**config.mk**
```make
export PLATFORM = sky130hd
export DESIGN_NAME = host_link_watchdog
export DESIGN_NICKNAME = d
export VERILOG_FILES = /design/src/verilog/host_link_watchdog.v
export VERILOG_INCLUDE_DIRS = /design/src /design/src/include
export SDC_FILE = /design/constraint.sdc
export NUM_CORES = 1
export LEC_CHECK = 0
export BUFFER_PORTS_ARGS = -buffer_cell sky130_fd_sc_hd__clkbuf_2
export CORE_MARGIN = 2
export CORE_UTILIZATION = 55
export DETAILED_ROUTE_END_ITERATION = 16
export MAX_ROUTING_LAYER = met4
export PLACE_DENSITY = 0.86
export RECOVER_POWER = 25
export SLEW_MARGIN = 20
export SYNTH_ARGS = -nofsm -noshare
export SYNTH_HDL_FRONTEND = slang
export SYNTH_SLANG_ARGS = --single-unit
```
**constraint.sdc**
```tcl
create_clock -name clk_sys -period 25.6 [get_ports clk_sys]
set_clock_uncertainty 0.1 [all_clocks]
set_input_delay 5.12 -clock clk_sys [delete_from_list [all_inputs] [get_ports clk_sys]]
set_output_delay 5.12 -clock clk_sys [all_outputs]
set_load 0.01 [all_outputs]
```
**src/include/host_link_watchdog_defs.vh**
```
// constants for the host link watchdog
`ifndef HOST_LINK_WATCHDOG_DEFS_VH
`define HOST_LINK_WATCHDOG_DEFS_VH
`define WD_CLK_PERIOD_NS 32'd25
`define WD_EXPIRY_RESET_NS 32'd5000000
`define WD_PIN_COUNT 32
`define WD_ST_DORMANT 2'd0
`define WD_ST_ARMED 2'd1
`define WD_ST_BITTEN 2'd2
`endif

```
**src/verilog/host_link_watchdog.v**
```verilog
// host link watchdog: arms on first host write, bites on a missed refresh
//
// Behaviour
// - after reset stay dormant: no counting, no bite until first host access
// - first host write arms the watchdog; then write intervals are monitored
// - armed watchdog bites unless refreshed; host must refresh often enough
// - each host write reloads timer; gap beyond timeout causes a bite
// - timeout kept in nanoseconds, resets to 5 ms, host may read and rewrite
// - on bite every pin detaches and becomes pulled-up high-impedance input
// - on bite all host communication stops until the flag is cleared
// - bite leaves other function modules running; only pin routing changes
// - bite flag reads true after a bite, false otherwise
// - host writing false to the flag resumes communication and load-time pins
`timescale 1ns/100ps
`default_nettype none
`include "host_link_watchdog_defs.vh"

module host_link_watchdog (
    // clock and reset
    input wire clk_sys,
    input wire rst_n,
    // host side
    input wire host_update_write,
    input wire expiry_wr,
    input wire [31:0] expiry_wdata,
    output wire [31:0] expiry_interval_ns,
    input wire bite_flag_wr,
    input wire bite_flag_wdata,
    output wire bite_flag,
    output wire host_comm_enable,
    // function module pin requests
    input wire [`WD_PIN_COUNT-1:0] func_out,
    input wire [`WD_PIN_COUNT-1:0] func_oe_n,
    // io pins
    output wire [`WD_PIN_COUNT-1:0] pin_out,
    output wire [`WD_PIN_COUNT-1:0] pin_oe_n,
    output wire [`WD_PIN_COUNT-1:0] pin_pullup
);

    // ------------------------------------------------------------
    // state
    // ------------------------------------------------------------
    reg [1:0] state_q;
    reg [1:0] state_d;
    reg [31:0] expiry_q;
    reg [31:0] count_q;
    reg [31:0] count_d;
    wire [31:0] reload_cycles;
    wire write_ok;

    // round down, at least one cycle: a bite never comes later than the programmed gap unless that gap is under 25 ns
    assign reload_cycles = (expiry_q / `WD_CLK_PERIOD_NS == 32'h0) ? 32'h1 :
        expiry_q / `WD_CLK_PERIOD_NS;

    // refresh writes are ignored while bitten, the link is dead then
    assign write_ok = host_update_write && (state_q != `WD_ST_BITTEN);

    // ------------------------------------------------------------
    // timeout register
    // ------------------------------------------------------------
    always @(posedge clk_sys) begin
        if (!rst_n) begin
            expiry_q <= `WD_EXPIRY_RESET_NS;
        end else if (expiry_wr) begin
            expiry_q <= expiry_wdata;
        end
    end
    assign expiry_interval_ns = expiry_q;

    // ------------------------------------------------------------
    // state machine and down-counter
    // ------------------------------------------------------------
    always @* begin
        state_d = state_q;
        count_d = count_q;
        case (state_q)
            `WD_ST_DORMANT: begin
                count_d = 32'h0;
                if (host_update_write) begin
                    state_d = `WD_ST_ARMED;
                    count_d = reload_cycles;
                end
            end
            `WD_ST_ARMED: begin
                if (write_ok) begin
                    count_d = reload_cycles;
                end else if (count_q <= 32'h1) begin
                    state_d = `WD_ST_BITTEN;
                    count_d = 32'h0;
                end else begin
                    count_d = count_q - 32'h1;
                end
            end
            `WD_ST_BITTEN: begin
                count_d = 32'h0;
                // a cleared flag resumes; the next write rearms the timer
                if (bite_flag_wr && !bite_flag_wdata) begin
                    state_d = `WD_ST_DORMANT;
                end
            end
            default: begin
                state_d = `WD_ST_DORMANT;
                count_d = 32'h0;
            end
        endcase
    end

    always @(posedge clk_sys) begin
        if (!rst_n) begin
            state_q <= `WD_ST_DORMANT;
            count_q <= 32'h0;
        end else begin
            state_q <= state_d;
            count_q <= count_d;
        end
    end

    // ------------------------------------------------------------
    // outputs
    // ------------------------------------------------------------
    assign bite_flag = (state_q == `WD_ST_BITTEN);
    assign host_comm_enable = (state_q != `WD_ST_BITTEN);

    // function modules never see the bite; only the pin mux does
    genvar i;
    generate
        for (i = 0; i < `WD_PIN_COUNT; i = i + 1) begin : g_pin
            assign pin_out[i] = bite_flag ? 1'b1 : func_out[i];
            assign pin_oe_n[i] = bite_flag ? 1'b1 : func_oe_n[i];
            assign pin_pullup[i] = bite_flag | func_oe_n[i];
        end
    endgenerate

endmodule // host_link_watchdog
`default_nettype wire

```
## Word-level counts from Yosys, hierarchy flattened

Cells that the tools add are included.

| cells by class | value |
|---|---|
| add/sub/neg operators | 1 |
| div/mod/pow operators | 1 |
| order comparisons | 1 |
| equality and inequality tests | 7 |
| mux-type cells | 74 |
| bitwise gates (word level) | 32 |
| reduce and logical (&&, ||, !) cells | 6 |

Operators with widths:

| kind | count |
|---|---|
| $mux W32 | 4 |
| $mux W1 | 64 |
| $pmux W32 S2 | 1 |
| $div A32 B5 Y32 const B | 1 |
| $le A32 B1 Y1 const B | 1 |
| $logic_not A32 Y1 | 1 |
| $or A1 B1 Y1 | 32 |
| $sub A32 B1 Y32 const B | 1 |
| $mux W2 | 4 |
| $ne A2 B2 Y1 const B | 4 |
| $pmux W2 S3 | 1 |
| $reduce_and A4 Y1 | 1 |
| $eq A2 B1 Y1 const B | 1 |
| $eq A2 B2 Y1 const B | 1 |
| $logic_and A1 B1 Y1 | 2 |
| $logic_not A2 Y1 | 1 |
| $ne A2 B1 Y1 const B | 1 |
| $logic_not A1 Y1 | 1 |

| word-level totals | value |
|---|---|
| register bits after elaboration | 66 |
| output and inout port bits | 130 |
| word-level logic and storage cells | 125 |

## Depth between registers and ports, before layout

| logic depth | value |
|---|---|
| depth after elaboration | 5 |
| gate-level depth with buffers | 80 |

## Worst setup path before layout

No wires, ideal clock.

| timing path | value |
|---|---|
| kind | register to register |
| start point | register expiry_q[28], in the netlist expiry_interval_ns[28] |
| end point | register count_q[0] |
| data arrival time | 16683 ps |
| required time | 25419 ps |
| setup slack | 8737 ps |
| stages on the path, launching flop included | 71 |
| buffers on the path | 6 |
| clock period less this slack | 16863 ps |
| cell sequence | dfxtp_1 > buf_4 > nor3_4 > o32ai_2 > a21o_2 > or4_4 > and3_1 > buf_6 > a2111o_1 > and2_4 > buf_6 > a311oi_4 > o311ai_1 > nor3_1 > or3_1 > buf_6 > nor3_2 > o31a_1 > (+35 left out) > xor2_2 > a21boi_1 > maj3_2 > a32o_2 > a21o_1 > a22o_1 > buf_6 > xnor2_1 > nor3_1 > o31ai_4 > xnor2_1 > ha_1 > nor2_1 > a311oi_2 > nor2b_2 > a2111oi_4 > o21ai_1 > a41oi_1 |

| on the way | value |
|---|---|
| longest elaborated chain between the ends | 5 |

Ends and longest elaborated chain:

| what | RTL line | RTL |
|---|---|---|
| from (decl) | host_link_watchdog.v:45 | `reg [31:0] expiry_q;` |
| from (signal assigned) | host_link_watchdog.v:63 | `` expiry_q <= `WD_EXPIRY_RESET_NS; `` |
| from (signal assigned) | host_link_watchdog.v:65 | `expiry_q <= expiry_wdata;` |
| $div A32 B5 Y32 (no source line) (*) | -- |  |
| $logic_not A32 Y1 | host_link_watchdog.v:52 | `` assign reload_cycles = (expiry_q / `WD_CLK_PERIOD_NS == 32'h0) ? 32'h1 : `` |
| $mux W32 (no source line) (*) | -- |  |
| $mux W32, on equally long branches | host_link_watchdog.v:85, host_link_watchdog.v:79 |  |
| $pmux W32 S2 (*) | host_link_watchdog.v:76 | `case (state_q)` |
| to (signal assigned) | host_link_watchdog.v:114 | `count_q <= count_d;` |
| to (decl) | host_link_watchdog.v:46 | `reg [31:0] count_q;` |

Every way passes the cells marked *; elsewhere a longest branch is shown, timed or not.
A chain may end at the register's enable or synchronous reset.

## Final worst setup path

| timing path | value |
|---|---|
| start point | register expiry_q[27], in the netlist expiry_interval_ns[27] |
| end point | register count_q[0] |

Same word-level chain as after synthesis.

==> results.json <==
{
  "cts_inserted_buffers": 9,
  "drc": 0,
  "dp_slack_ns": 5.09,
  "async_flop_share": 0,
  "die_w_um": 150,
  "synth-edff-count": 0,
  "place.gp.congestion": 0.965,
  "critPathArrivalTime_ns": 21.23,
  "tritoncts": "done",
  "worst_pin_slew_ns": 2.64,
  "syn_inst": 1568,
  "violations": "capacitance limit, slew limit",
  "wl_per_cell_um": 20.2,
  "synth_nets": 1674,
  "critPathKind": "register to register",
  "grt_use_total": 0.351,
  "setup_viol": 0,
  "maxCapViolCount": 1,
  "drive_above_1_share": 0.230,
  "yosysSeqAreaShare": 0.113,
  "core-area_um2": 20900,
  "finish.utilization": 0.607,
  "cts_buffer_depth": 2,
  "area_growth_pct": 8.74,
  "holdWs_ns": 0.425,
  "grt_pass1_vias": 11781,
  "cts_resized": 0,
  "cts_max_level": 3,
  "startpoint": "expiry_interval_ns[27]",
  "ant_nets": 0,
  "setup_tns_ns": 0,
  "reg2reg_depth": 65,
  "cpPeakStageDelay_ns": 0.87,
  "initial_core_util": 0.559,
  "io-pin-count": 232,
  "end_kind": "register",
  "drtIter0Drc": 1012,
  "yosys_warnings": 0,
  "layout_common_cells": "222 x clkbuf_2, 131 x nand2_1, 119 x nor2_1, 91 x nand2b_1, 81 x a21oi_1",
  "cts_num_sinks": 66,
  "vias": 13135,
  "firstDrtPassIters": 6,
  "relSlewSlack": -0.762,
  "grt_remaining_overflow": 0,
  "startpoint_type": "register",
  "portBuffers": 231,
  "hold_path.class": "register to register",
  "rsz0062_at_grt": "false",
  "hpwl_mm": 30.5,
  "ctsRootBufferMaster": "clkbuf_16",
  "viasPerCell": 6.64,
  "required_ns": 25.77,
  "clkLatencyLatePin_ns": 0.35,
  "cp_max_fo": 19,
  "fin_ws_ns": 4.54,
  "final_nets": 1798,
  "rows": 53,
  "dieArea_um2": 22400,
  "synth_seq_cells": 66,
  "drt_wl_total_mm": 39.9,
  "r2r_start": "expiry_interval_ns[27]",
  "fin_crit_ns": 21.06,
  "cts_hold_buf": 0,
  "die_h_um": 150,
  "status": "finished, violations left",
  "path_clk_slew_ns": 0.06,
  "final_max_slew_viol_count": 57,
  "worst_hold_startpoint": "count_q[30]",
  "critPathSlowestCell": "a32oi_1",
  "final_common_cell": "clkbuf_2",
  "synth-main-ff-cell": "dfxtp_1",
  "grt_max_degree": 69,
  "hold_viol": 0,
  "synth.avg_cell_area_um2": 7.44,
  "grt_pass1_wl_mm": 62.2,
  "synth_area_um2": 11700,
  "synth.distinct_cells": 145,
  "finalCritPeriodShare": 0.823,
  "hold_depth": 2,
  "grt_antenna_before_repair": 7,
  "post_cts.repair.setup_buffers": 0,
  "clock.fmax_mhz": 47.5
}
==> worst paths after layout <==
path / end / slack, ns
max: count_q[0] / 4.54
min: count_q[30] / 0.43
max reg2reg: count_q[0] / 4.54
min reg2reg: count_q[30] / 0.43
==> metal layers <==
metal,GRT usage,share of wire
met2,0.572,0.47
met1,0.423,0.40
met3,0.0652,0.080
met4,0.150,0.042
met5,-,0
==> per-stage QoR <==
step | instance area, um2 | cells
3_3_place_gp | 12400 | 1956
5_1_grt | 12700 | 1978
3_5_place_dp | 12400 | 1956
6_report | 12700 | 1978
2_1_floorplan | 11700 | 1568
4_1_cts | 12700 | 1971
==> Yosys cell counts, drive strengths merged (41+ instances only) <==
cell,instances,share of area
o21ai,88,0.039
nor3,55,0.028
xnor2,60,0.050
nand2,133,0.044
inv,41,0.013
buf,94,0.059
mux2i,46,0.041
dfxtp,66,0.11
nor2,125,0.042
a21oi,90,0.042
nand3,43,0.019
nand2b,93,0.050
==> area by class of cell <==
class                   instances  area [um2]
multi-input cells            1329        9350
inverters                      46         173
clock inverters                 2        12.5
fillers                      1920        8200
diodes                          7        17.5
repair buffers                240        1210
flip-flops and latches         66        1320
clock buffers                  13         260
well taps                     275         344
==> registers in the layout, indices dropped and copies added (netlist names) <==
register,cells
state_q,2
count_q,32
expiry_interval_ns,32
==> cell families (layout without fill, tap and decap cells) <==
kind of cell | count (synthesis) | after routing | synth area share
buffers and inverters | 173 | 301 | 0.0856
adders and majority gates | 15 | 15 | 0.0140
DFF | 66 | 66 | 0.113
muxes | 63 | 63 | 0.0573
AOI/OAI and AO/OA | 553 | 553 | 0.381
other | 0 | 7 | 0
and+or+nand+nor | 611 | 611 | 0.278
xor gates and xnor gates | 87 | 87 | 0.0708
==> critical path: cells and delay by family, from the launching register on <==
kind,cells,cell delay [ns]
AO/OA/AOI/OAI,39,12.48
XOR/XNOR,5,1.85
adder cells (fa/ha/maj),4,1.22
buffers and inverters,1,0.33
flip-flops,1,0.73
multiplexers,1,0.68
AND/OR/NAND/NOR,15,3.55
Power is not shown: default switching activity piles up to over one toggle a cycle in this logic, so the estimate is an artifact.
